## src/rtl/adcsp_defines.vh

```
// Purpose: constants for the converter serial port and control block
// Assumes: 40 MHz master clock on clk
// Notes:   offsets are byte addresses on the register bus
`ifndef ADCSP_DEFINES_VH
`define ADCSP_DEFINES_VH
// register bus byte offsets
`define ADCSP_OFF_CTRL      4'h0
`define ADCSP_OFF_GAIN      4'h4
`define ADCSP_OFF_OVRLIM    4'h8
`define ADCSP_OFF_STATUS    4'hC
// serial write register addresses
`define ADCSP_SA_CTRL       16'h0001
`define ADCSP_SA_GAIN       16'h0002
`define ADCSP_SA_OVRLIM     16'h0003
// control register fields
`define ADCSP_CTRL_LOW_POWER_FLAG     0
`define ADCSP_CTRL_RD_STAT  1
`define ADCSP_CTRL_RD_OVR   2
`define ADCSP_CTRL_RD_GAIN  3
// reset values
`define ADCSP_CTRL_RST      4'h0
`define ADCSP_GAIN_RST      16'h8000
`define ADCSP_OVRLIM_RST    16'hCCCC
// frame timing in master clock cycles, write word length in bits
`define ADCSP_LAST_64       9'h07F
`define ADCSP_LAST_128      9'h0FF
`define ADCSP_LAST_256      9'h1FF
`define ADCSP_WORD_BITS     6'h20
// frames of filter settling after reset, sync or write
`define ADCSP_SETTLE_FRAMES 8'h08
// decimation status codes {hi, lo}
`define ADCSP_DEC_64        2'h1
`define ADCSP_DEC_128       2'h2
`define ADCSP_DEC_256       2'h0
`endif

```

## src/rtl/adcsp_top.v

```verilog
// Purpose: serial result port, serial register writes and control
//          logic of a sigma-delta converter, with a register bus
// Assumes: clk is the master clock; pins are asynchronous to it
// Notes:   registers also reachable over Avalon-MM
//
// Local design decisions: the Avalon-MM register port and the placing of the registers.
`include "adcsp_defines.vh"
`timescale 1ns/1ps
`default_nettype none
module adcsp_top (
  input  wire        clk,               // master clock
  input  wire        nrst,              // sync reset, active low
  input  wire        avs_read,          // bus read request
  input  wire        avs_write,         // bus write request
  input  wire [3:0]  avs_address,       // bus byte address
  input  wire [31:0] avs_writedata,     // bus write data
  output reg  [31:0] avs_readdata,      // bus read data
  output reg         avs_waitrequest,   // bus stall
  input  wire [23:0] conv_data,         // filter result, same clock
  input  wire        stage1_strobe,     // first stage output pulse
  input  wire [15:0] stage1_mag,        // first stage magnitude
  input  wire        frame_sync_in,     // write frame pin, low active
  input  wire        serial_data_in,    // write data pin
  input  wire        sync_request_n,    // filter sync pin
  input  wire        reset_powerdown_n, // power-down pin
  input  wire        decim_pin_high,    // select pin tied high
  input  wire        decim_pin_gnd,     // select pin grounded
  output reg         serial_clock_out,  // half-rate serial clock
  output reg         serial_data_out,   // result data
  output reg         frame_sync_out,    // result frame, low active
  output reg         overrange_alert_pin, // stage overrange alert
  output reg         low_power_mode,    // low power to analog side
  output reg         filter_hold,       // filter sequencer held
  output reg         result_take        // pulse: result latched
);

  // every pin is asynchronous to clk, so each one passes two flops
  // before any logic reads it; only the second flop is ever read
  // the cost is two cycles of latency on every pin event, which the
  // receiver below makes up for by delaying its own clock copy
  // idle levels are loaded on reset, except power-down, which loads its active low, so that no false edge is seen
  // when the bus reset is released
  // pin synchronisers, two flops each
  reg [1:0] fsi_q;     // frame input
  reg [1:0] sdi_q;     // data input
  reg [1:0] syn_q;     // sync request
  reg [1:0] rpd_q;     // power-down
  reg [1:0] dhi_q;     // decimation high
  reg [1:0] dgn_q;     // decimation ground

  always @(posedge clk) begin
    if (!nrst) begin
      fsi_q <= 2'h3;
      sdi_q <= 2'h0;
      syn_q <= 2'h3;
      rpd_q <= 2'h0;
      dhi_q <= 2'h0;
      dgn_q <= 2'h0;
    end else begin
      fsi_q <= {fsi_q[0], frame_sync_in};
      sdi_q <= {sdi_q[0], serial_data_in};
      syn_q <= {syn_q[0], sync_request_n};
      rpd_q <= {rpd_q[0], reset_powerdown_n};
      dhi_q <= {dhi_q[0], decim_pin_high};
      dgn_q <= {dgn_q[0], decim_pin_gnd};
    end
  end

  // internal reset covers the bus reset and the power-down pin
  wire rst_all = ~nrst | ~rpd_q[1];
  // sync low holds the sequencer, releases on first high sample
  wire hold = rst_all | ~syn_q[1];

  // the select pin has three states; outside logic resolves it into
  // two wires, and the high wire wins if both are ever seen at once
  // a change of the pin takes effect in the frame under way if the
  // new period is longer; a shorter one may stretch one frame
  // decimation from the three-state select pin
  reg [1:0] dec_code;  // {hi, lo} status code
  reg [8:0] last_cyc;  // final cycle of a frame period
  always @* begin
    if (dhi_q[1]) begin
      dec_code = `ADCSP_DEC_64;
      last_cyc = `ADCSP_LAST_64;
    end else if (dgn_q[1]) begin
      dec_code = `ADCSP_DEC_256;
      last_cyc = `ADCSP_LAST_256;
    end else begin
      dec_code = `ADCSP_DEC_128;
      last_cyc = `ADCSP_LAST_128;
    end
  end

  // one counter drives the serial clock, the frame and the bit index
  // keeping them in one counter means they can never drift apart
  // the counter is held at zero while sync or reset holds, so all
  // devices sharing the sync pin restart their frames together
  // frame start is the cycle in which the counter wraps to zero
  // frame sequencer; frame period is decimation serial clocks
  reg  [8:0] seq_q;  // cycle within frame
  wire [8:0] seq_d = (seq_q == last_cyc) ? 9'h000 : seq_q + 9'h001;
  wire       frm_start = ~hold & (seq_d == 9'h000);

  // registers
  reg [3:0]  ctrl_q;     // control bits
  reg [15:0] gain_q;     // gain correction
  reg [15:0] ovrlim_q;   // overrange limit
  reg        fvalid_q;   // filter settled
  reg [7:0]  settle_q;   // frames since restart
  reg        ovr_acc_q;  // overrange seen this result
  reg        ovr_q;      // overrange flag of last result
  reg [31:0] word_q;     // word being shifted

  wire [4:0] status = {fvalid_q & ~overrange_alert_pin, ovr_q,
                       ctrl_q[`ADCSP_CTRL_LOW_POWER_FLAG], dec_code};

  // serial write receiver state
  reg        fall_p1_q;  // serial clock, delayed once
  reg        fall_p2_q;  // serial clock, delayed twice
  reg        fall_p3_q;  // serial clock, delayed three times
  reg        fsi_last_q; // frame input at previous fall
  reg        rx_act_q;   // receiving a write
  reg [5:0]  rx_cnt_q;   // bits received
  reg [31:0] rx_sh_q;    // received bits
  reg        rx_done_q;  // one-cycle write commit

  // the delayed copies match the pin synchroniser latency, so the
  // fall event lines up with what the host saw at its own pin
  wire fall_evt = fall_p3_q & ~fall_p2_q;

  always @(posedge clk) begin
    if (hold) begin
      fall_p1_q <= 1'b0;
      fall_p2_q <= 1'b0;
      fall_p3_q <= 1'b0;
    end else begin
      fall_p1_q <= serial_clock_out;
      fall_p2_q <= fall_p1_q;
      fall_p3_q <= fall_p2_q;
    end
  end

  // writes are taken on our own serial clock falls, seen late by the
  // same number of cycles as the synchronised data and frame pins
  // a frame input that falls while a write is in progress is not a
  // new write; only a fall seen while idle arms the receiver
  // the commit pulse lasts one cycle and feeds the register file
  // receiver: falling edge of frame input starts a 32 bit write
  always @(posedge clk) begin
    if (rst_all) begin
      fsi_last_q <= 1'b1;
      rx_act_q   <= 1'b0;
      rx_cnt_q   <= 6'h00;
      rx_sh_q    <= 32'h00000000;
      rx_done_q  <= 1'b0;
    end else begin
      rx_done_q <= 1'b0;
      if (fall_evt) begin
        fsi_last_q <= fsi_q[1];
        if (rx_act_q) begin
          // each fall during a write shifts in one data bit
          rx_sh_q  <= {rx_sh_q[30:0], sdi_q[1]};
          rx_cnt_q <= rx_cnt_q + 6'h01;
          if (rx_cnt_q == `ADCSP_WORD_BITS - 6'h01) begin
            rx_act_q  <= 1'b0;
            rx_done_q <= 1'b1;
          end
        end else if (fsi_last_q & ~fsi_q[1]) begin
          rx_act_q <= 1'b1;
          rx_cnt_q <= 6'h00;
        end
      end
    end
  end

  // waitrequest is high at idle and drops for exactly one cycle per
  // access; the write lands and read data stand at that edge
  // the fixed latency keeps the slave simple, at the cost of one
  // stalled cycle on every access
  // a serial write and a bus write in one cycle: the serial one wins
  // register bus: one wait cycle, then the access completes
  wire bus_req = avs_read | avs_write;
  wire bus_go  = bus_req & ~avs_waitrequest;
  wire bus_wr  = avs_write & bus_go;
  wire [15:0] rx_addr = rx_sh_q[31:16];
  wire [15:0] rx_data = rx_sh_q[15:0];
  // a serial write beats a bus write in the same cycle
  wire wr_ctrl = rx_done_q ? (rx_addr == `ADCSP_SA_CTRL) :
                 bus_wr & (avs_address == `ADCSP_OFF_CTRL);
  wire wr_gain = rx_done_q ? (rx_addr == `ADCSP_SA_GAIN) :
                 bus_wr & (avs_address == `ADCSP_OFF_GAIN);
  wire wr_olim = rx_done_q ? (rx_addr == `ADCSP_SA_OVRLIM) :
                 bus_wr & (avs_address == `ADCSP_OFF_OVRLIM);
  wire [15:0] wdat = rx_done_q ? rx_data : avs_writedata[15:0];
  wire any_wr = wr_ctrl | wr_gain | wr_olim;
  wire rb_sel = |ctrl_q[3:1];

  always @(posedge clk) begin
    if (rst_all) begin
      avs_waitrequest <= 1'b1;
      avs_readdata    <= 32'h00000000;
    end else if (bus_go) begin
      avs_waitrequest <= 1'b1;
    end else if (bus_req) begin
      avs_waitrequest <= 1'b0;
      case (avs_address)
        `ADCSP_OFF_CTRL:   avs_readdata <= {28'h0000000, ctrl_q};
        `ADCSP_OFF_GAIN:   avs_readdata <= {16'h0000, gain_q};
        `ADCSP_OFF_OVRLIM: avs_readdata <= {16'h0000, ovrlim_q};
        `ADCSP_OFF_STATUS: avs_readdata <= {27'h0000000, status};
        default:           avs_readdata <= 32'h00000000;
      endcase
    end
  end

  // registers keep their values through a sync; only the bus reset
  // or the power-down pin returns them to their reset values
  // the readback select bits clear themselves at the frame start
  // that sends the selected register, so results resume afterwards
  // register file
  always @(posedge clk) begin
    if (rst_all) begin
      ctrl_q   <= `ADCSP_CTRL_RST;
      gain_q   <= `ADCSP_GAIN_RST;
      ovrlim_q <= `ADCSP_OVRLIM_RST;
    end else begin
      if (wr_ctrl) begin
        ctrl_q <= wdat[3:0];
      end else if (frm_start & rb_sel) begin
        // select lasts one frame; a new write above wins
        ctrl_q <= ctrl_q & 4'h1;
      end
      if (wr_gain) begin
        gain_q <= wdat;
      end
      if (wr_olim) begin
        ovrlim_q <= wdat;
      end
    end
  end

  // settling is counted in whole frames, not in clock cycles, so the
  // wait scales with the decimation setting on its own
  // any register write restarts it, because a new gain or limit
  // changes the results that follow
  // settling: restarted by reset, sync or any write
  always @(posedge clk) begin
    if (hold | any_wr) begin
      settle_q <= 8'h00;
      fvalid_q <= 1'b0;
    end else if (frm_start) begin
      if (settle_q == `ADCSP_SETTLE_FRAMES) begin
        fvalid_q <= 1'b1;
      end else begin
        settle_q <= settle_q + 8'h01;
      end
    end
  end

  // the pin follows every first stage sample, while the flag gathers
  // all samples of one result and is sampled at the frame start
  // a sample that exceeds the limit in the frame start cycle itself
  // still counts for the result being closed
  // overrange: pin tracks each first stage sample
  wire over_now = stage1_strobe & (stage1_mag > ovrlim_q);
  always @(posedge clk) begin
    if (rst_all) begin
      overrange_alert_pin <= 1'b0;
      ovr_acc_q           <= 1'b0;
      ovr_q               <= 1'b0;
    end else begin
      if (stage1_strobe) begin
        overrange_alert_pin <= over_now;
      end
      if (frm_start) begin
        // flag set from any sample of that result
        ovr_q     <= ovr_acc_q | over_now;
        ovr_acc_q <= 1'b0;
      end else if (over_now) begin
        ovr_acc_q <= 1'b1;
      end
    end
  end

  // readback word chosen at frame start; status has priority
  reg [15:0] rb_val;
  always @* begin
    if (ctrl_q[`ADCSP_CTRL_RD_STAT]) begin
      rb_val = {11'h000, status};
    end else if (ctrl_q[`ADCSP_CTRL_RD_OVR]) begin
      rb_val = ovrlim_q;
    end else begin
      rb_val = gain_q;
    end
  end

  // bits are launched on the rising serial clock and stand for a
  // whole serial period, so the host can take them on the fall
  // the word is latched at frame start; conv_data must be valid then
  // the first frame after a release carries an empty word, because
  // nothing has been latched yet at that point
  // serial output: clock, frame and data from one sequencer
  always @(posedge clk) begin
    if (hold) begin
      seq_q            <= 9'h000;
      serial_clock_out <= 1'b0;
      frame_sync_out   <= 1'b1;
      serial_data_out  <= 1'b0;
      word_q           <= 32'h00000000;
      result_take      <= 1'b0;
    end else begin
      seq_q            <= seq_d;
      serial_clock_out <= seq_d[0];
      result_take      <= frm_start;
      if (frm_start) begin
        if (rb_sel) begin
          word_q <= {rb_val, 16'h0000};
        end else begin
          word_q <= {conv_data, status, 3'h0};
        end
      end
      if (seq_d[0]) begin
        // rising serial clock: launch the next bit
        if (seq_d[8:6] == 3'h0) begin
          frame_sync_out  <= 1'b0;
          serial_data_out <= word_q[~seq_d[5:1]];
        end else begin
          frame_sync_out  <= 1'b1;
          serial_data_out <= 1'b0;
        end
      end
    end
  end

  // power and filter controls to the analog and filter sections
  always @(posedge clk) begin
    if (rst_all) begin
      low_power_mode <= 1'b0;
      filter_hold    <= 1'b1;
    end else begin
      low_power_mode <= ctrl_q[`ADCSP_CTRL_LOW_POWER_FLAG];
      filter_hold    <= hold;
    end
  end

endmodule
`default_nettype wire

```

## config.mk

```make
export PLATFORM = sky130hd
export DESIGN_NAME = adcsp_top
export DESIGN_NICKNAME = d
export VERILOG_FILES = /design/src/rtl/adcsp_top.v
export VERILOG_INCLUDE_DIRS = /design/src /design/src/rtl
export SDC_FILE = /design/constraint.sdc
export NUM_CORES = 1
export LEC_CHECK = 0
export BUFFER_PORTS_ARGS = -buffer_cell sky130_fd_sc_hd__buf_2
export CAP_MARGIN = 40
export CELL_PAD_IN_SITES_DETAIL_PLACEMENT = 1
export CELL_PAD_IN_SITES_GLOBAL_PLACEMENT = 1
export CORE_MARGIN = 4
export CORE_UTILIZATION = 45
export DETAILED_ROUTE_END_ITERATION = 16
export PLACE_DENSITY = 0.93
export SLEW_MARGIN = 5
export SYNTH_ARGS = -nofsm -noshare
export SYNTH_HDL_FRONTEND = slang
export SYNTH_SLANG_ARGS = --single-unit
```

## constraint.sdc

```tcl
create_clock -name clk -period 6.9 [get_ports clk]
set_input_delay 0.69 -clock clk [delete_from_list [all_inputs] [get_ports clk]]
set_output_delay 0.69 -clock clk [all_outputs]
set_load 0.05 [all_outputs]
```

After elaboration in Yosys (flattened, before gate mapping)

Index checks and enable logic that the tools add are counted.

Register bits after elaboration: 184
Bits of input ports: 87
Logic and storage cells: 117

$add $sub $neg: 3
Magnitude comparators: 2
Equal/unequal tests: 9
Mux-type cells: 25
Bitwise operators: 31
Reduce and logical (&&, ||, !) cells: 14

Operators with widths:

| kind                | count |
|---|---|
| $pmux 16 s4         | 1 |
| $mux 16             | 3 |
| $eq 16x2->1 const B | 2 |
| $mux 32             | 1 |
| $mux 9              | 3 |
| $eq 16x1->1 const B | 1 |
| $gt 16x16->1        | 1 |
| $mux 6              | 2 |
| $not 1->1           | 12 |
| $and 1x1->1         | 11 |
| $mux 1              | 10 |
| $reduce_and 2->1    | 5 |
| $add 9x1->9 const B | 1 |
| $eq 9x9->1          | 1 |
| $logic_not 9->1     | 1 |
| $add 8x1->8 const B | 1 |
| $eq 4x4->1 const B  | 2 |
| $eq 8x4->1 const B  | 1 |
| $mux 4              | 2 |
| $or 1x1->1          | 7 |
| $add 6x1->6 const B | 1 |
| $eq 6x5->1 const B  | 1 |
| $lt 5x6->1 const B  | 1 |
| $reduce_or 3->1     | 2 |
| other kinds (8)     | 11 |

Longest topological paths before layout

Word-level depth: 9
Depth in mapped cells: 10
Depth with buffers taken out: 9

Least setup slack after synthesis

OpenSTA, ideal clock, no wires.

Path type: register to register
Start: register seq_q[0]
End: register settle_q[5]
Setup time: 0.135 ns
Data arrival time: 2.696 ns
Data required time: 6.765 ns
Path slack: 4.070 ns
Cell stages (with the launch flop): 11
Path buffers: 2
Cells stage by stage: dfxtp_1 ha_1 buf_2 nand3_1 xor2_1 nand4_1 a221o_1 buf_6 nor4_1 xnor2_1 nor2_1

Cells in the longest elaborated chain, start to end: 5
Elaborated cells between the ends (all ways): 6
Classes of those cells: add/sub: 1; eq/ne: 1; mux: 1; bitwise: 1; reduce/logical: 2

RTL lines:

| element                                          | line            | text |
|---|---|---|
| from (decl)                                      | adcsp_top.v:100 | `reg [8:0] seq_q;` |
| from (signal assigned)                           | adcsp_top.v:312 | `seq_q <= seq_d;` |
| $add 9x1->9 / $eq 9x9->1 (equally long branches) | adcsp_top.v:101 | `wire [8:0] seq_d = (seq_q == last_cyc) ? 9'h000 : seq_q + 9'h001;` |
| $mux 9 (*)                                       | adcsp_top.v:101 |  |
| $logic_not 9->1 (*)                              | adcsp_top.v:102 | `wire frm_start = ~hold & (seq_d == 9'h000);` |
| $and 1x1->1 (*)                                  | adcsp_top.v:102 |  |
| $reduce_and 2->1 (no source line) (*)            | --              |  |
| to (signal assigned)                             | adcsp_top.v:255 | `settle_q <= settle_q + 8'h01;` |
| to (decl)                                        | adcsp_top.v:109 | `reg [7:0] settle_q;` |

Mark *: on every way between the ends. The rest lies on a longest branch, timed or not.
A chain may end at the register's enable or synchronous reset.

Worst setup path in the final report

Start: register seq_q[0]
End: register settle_q[2]

Same word-level chain as after synthesis.

==> reports/metrics.yaml <==
yosys:
  postSynthCellCount: 921
  dominantRegCellSynth: "dfxtp_1"
  synth_top_family_by_area: "simple AND/OR/NAND/NOR gates"
  yosysWarnings: 0
  share_of_synthesized_flip_flops_with_an_asynchronous_set_or_reset_pct: 0
  mappedNetlistArea_sq_mm: 0.00762
  synth_seq_area_share_pct: 43.1
  synth-adder-area-share_pct: 3.45
  synth.mux.area_fraction_pct: 6.55
  synthXorXnorAreaFrac_pct: 1.84
  netlist-cell-type-count: 58
  post_synth_and_or_nand_nor_area_fraction_pct: 21.6
  synth_area_in_compound_gates_pct: 17.2
  synth-edff-count: 0
  syn-mean-instance-area_sq_um: 8.27
  yosys_register_bits: 164
grt:
  first_global_vias: 7677
  grt_usage_pct: 26.3
  grt_first_pass_wirelength_mm: 40.8
  grt_max_degree: 82
  grt-ovfl-total: 0
  antenna_found_initial: 1
floorplanning:
  fp.coreArea_sq_mm: 0.0166
  ios: 127
  die_height_um: 138
  placementRows: 47
  dieWidth_um: 138
  dieArea_sq_mm: 0.0191
  initial_core_util_pct: 45.9
min_path:
  hold-path-endpoint: "syn_q[1]"
  worst_hold_path_type: "reg -> reg"
  hold_depth: 1
  holdCritStartpoint: "syn_q[0]"
clock_tree:
  post_cts_hold_buffer_count: 0
  cts-root-buf: "clkbuf_16"
  post_cts_setup_buffer_count: 0
  num_cts_buffers: 17
  tritoncts: "built"
  worst_skew_pair.late_latency_ps: 440
  cts_repair_resize_count: 0
  cts.htree.levels: 4
  clock_tree.buffer_depth: 2
  cts_num_sinks: 164
  worst_setup_hold_path_clk_slew_ps: 60
critical_path:
  critPathSlowestCell: "dfxtp_1"
  critical_path_arrival_ps: 3830
  critPathBufInv: 2
  critical_path.top_delay_family: "simple AND/OR/NAND/NOR gates"
  setup.worst_path.start_class: "flop"
  worstSetupEndpointType: "flop"
  setup.reg_to_reg.worst_slack_ps: 3430
  r2r_end: "settle_q[2]"
  worst_case_reg_to_reg_path_depth: 10
  cp_data_required_time_ps: 7260
  crit_chain: "ha_1 > nand3_1 > xor2_1 > nand4_1 > a221o_1 > buf_4 > inv_2 > nand2_1 > or3_1 > a21oi_1"
  timing.setup.critical_path_class: "reg -> reg"
  critical_path.reg2reg.startpoint: "seq_q[0]"
  timing.critical_path.slowest_cell_delay_ps: 550
  path_max_fanout: 49
pwr:
  power_switching_share_pct: 23.2
  p_int_w: 0.00157
  power.switching_w: 0.000475
  clock_power_share_pct: 47.9
  pwr_density_cell_mw_per_mm2: 232
  leakage_nw: 3.19
  combinationalPowerShare_pct: 5.5
  seq_power_share_pct: 46.6
  irDropWorstVdd_mv: 0.182
placement:
  hpwl_mm: 16.5
  worst_slack_placed_ps: 3490
  place_congestion: 0.886
  io_buffer_count: 94
sta:
  final_layout_worst_hold_slack_ps: 407
  postLayoutSetupSlackWorst_ps: 3430
  relSlewSlack_pct: 42.5
  worst_clock_skew_ps: 8.34
  final_setup_viols: 0
  report.final.hold_viol_count: 0
  final_critical_path_share_of_the_clock_period_pct: 50.3
  tightestPinTransition_ps: 863
  fin_setup_tns_ps: 0
  achievable-frequency_mhz: 288
  grt_setup_unrepaired: "no"
  timing.final.crit_period_ps: 3470
  timing_max_transition_violations_final: 0
routing:
  viasPerCell: 5.95
  dr_total_vias: 7275
  drc: 0
  firstDrtPassIters: 5
  drt_wl_total_mm: 25.6
  initialDrtViolationCount: 575
  antenna_violating_nets_remaining: 0
  drt-wirelength-per-cell_um: 20.9
job:
  max_cap_check_violation_count: 0
layout:
  layout_commonest_cell: "dfxtp_1"
  final_layout_size_suffix_gt1_share_pct: 15.5
  final-seq-area_sq_mm: 0.00328
  flow.area_growth_from_synthesis_pct: 16.1
  fill_cells: 1995
  num-nets-final: 1098
  area_occupied_by_multi_input_gates_sq_mm: 0.00393
  layout.cells.most_common_list: "164 x dfxtp_1, 131 x nand2_1, 99 x nor2_1, 96 x a21oi_1, 94 x buf_2"
run_status:
  status: "complete, no violations"
[layer usage]
metal / track usage [%] / share of wire [%] / up-vias / wire [um]
met4: 11.8 / 3.9 / 2 / 1010
met5: 0 / 0.027 / - / 7
li1: - / - / 3331 / -
met3: 6.18 / 6.2 / 84 / 1590
met1: 31.1 / 40 / 3592 / 10100
met2: 45.4 / 50 / 266 / 12800
[how the worst max path moves through the flow]
stage	startpoint	endpoint	slack, ps	cells past startpoint
detailed placement	seq_q[0]	settle_q[2]	3490	10
global route	seq_q[0]	settle_q[2]	3130	10
floorplan	seq_q[0]	settle_q[5]	4070	10
CTS	seq_q[0]	settle_q[2]	3470	10
finish	seq_q[0]	settle_q[2]	3430	10
global placement	avs_address[2]	gain_q[15]	3540	6
[final cells by class]
class,count,share of cell area [%]
Tap cell,220,3.11
Clock inverter,8,1.43
Clock buffer,23,5.29
Sequential cell,164,37.1
Inverter,29,1.23
Multi-Input combinational cell,668,44.5
Timing Repair Buffer,110,7.30
Antenna cell,1,0.0283
[synth_stat cells, types with 6 or more instances]
library cell | n | share of area (%)
xor2_1 | 6 | 0.69
nand2b_1 | 6 | 0.49
dfxtp_1 | 164 | 43
xnor2_1 | 10 | 1.1
a31oi_1 | 6 | 0.49
a221oi_1 | 11 | 1.3
nor3_1 | 29 | 1.9
o21ai_0 | 29 | 1.9
nand3_1 | 22 | 1.4
mux2i_1 | 33 | 4.3
a22oi_1 | 8 | 0.79
a21oi_1 | 96 | 6.3
nor2b_1 | 6 | 0.49
buf_4 | 18 | 1.8
inv_1 | 27 | 1.3
mux4_2 | 7 | 2.1
nor2_1 | 99 | 4.9
and2_1 | 14 | 1.1
or3_1 | 15 | 1.2
nand2_1 | 132 | 6.5
nand4_1 | 12 | 0.99
clkbuf_1 | 47 | 2.3
ha_1 | 21 | 3.4
a211oi_1 | 30 | 3.0
[stage by stage]
stage / total power (W) / utilization (%) / instances / area (sq um)
floorplan: 0.00105 / - / 936 / 7670
global placement: 0.00108 / 49.1 / 1185 / 8150
detailed placement: 0.00108 / 49.7 / 1191 / 8250
CTS: 0.00205 / 53.3 / 1222 / 8840
global route: 0.00211 / 53.3 / 1222 / 8840
finish: 0.00205 / 53.3 / 1223 / 8840
[power groups by stage]
stage / registers (W) / logic (W) / clock network, W
2_1_floorplan: 0.000979 / 0.0000694 / 0
3_3_place_gp: 0.000975 / 0.000106 / 0
3_5_place_dp: 0.000976 / 0.000109 / 0
4_1_cts: 0.000955 / 0.000112 / 0.000988
5_1_grt: 0.000955 / 0.000121 / 0.00103
6_report: 0.000955 / 0.000114 / 0.000982
[state kept, by name, indices dropped and copies added (netlist names), 6 cells and up]
name / cells
avs_readdata: 16
gain_q: 16
ovrlim_q: 16
rx_cnt_q: 6
rx_sh_q: 32
seq_q: 9
settle_q: 8
word_q: 29
[logic make-up (layout without fill, tap and decap cells)]
kind of cell	after synthesis	in the layout
xor+xnor	16	16
buf+inv	104	170
fa+ha+maj	21	21
mux	41	41
other cells	1	17
flops	164	164
simple gates	361	361
compound gates	213	213
(Power assumes the default switching activity.)
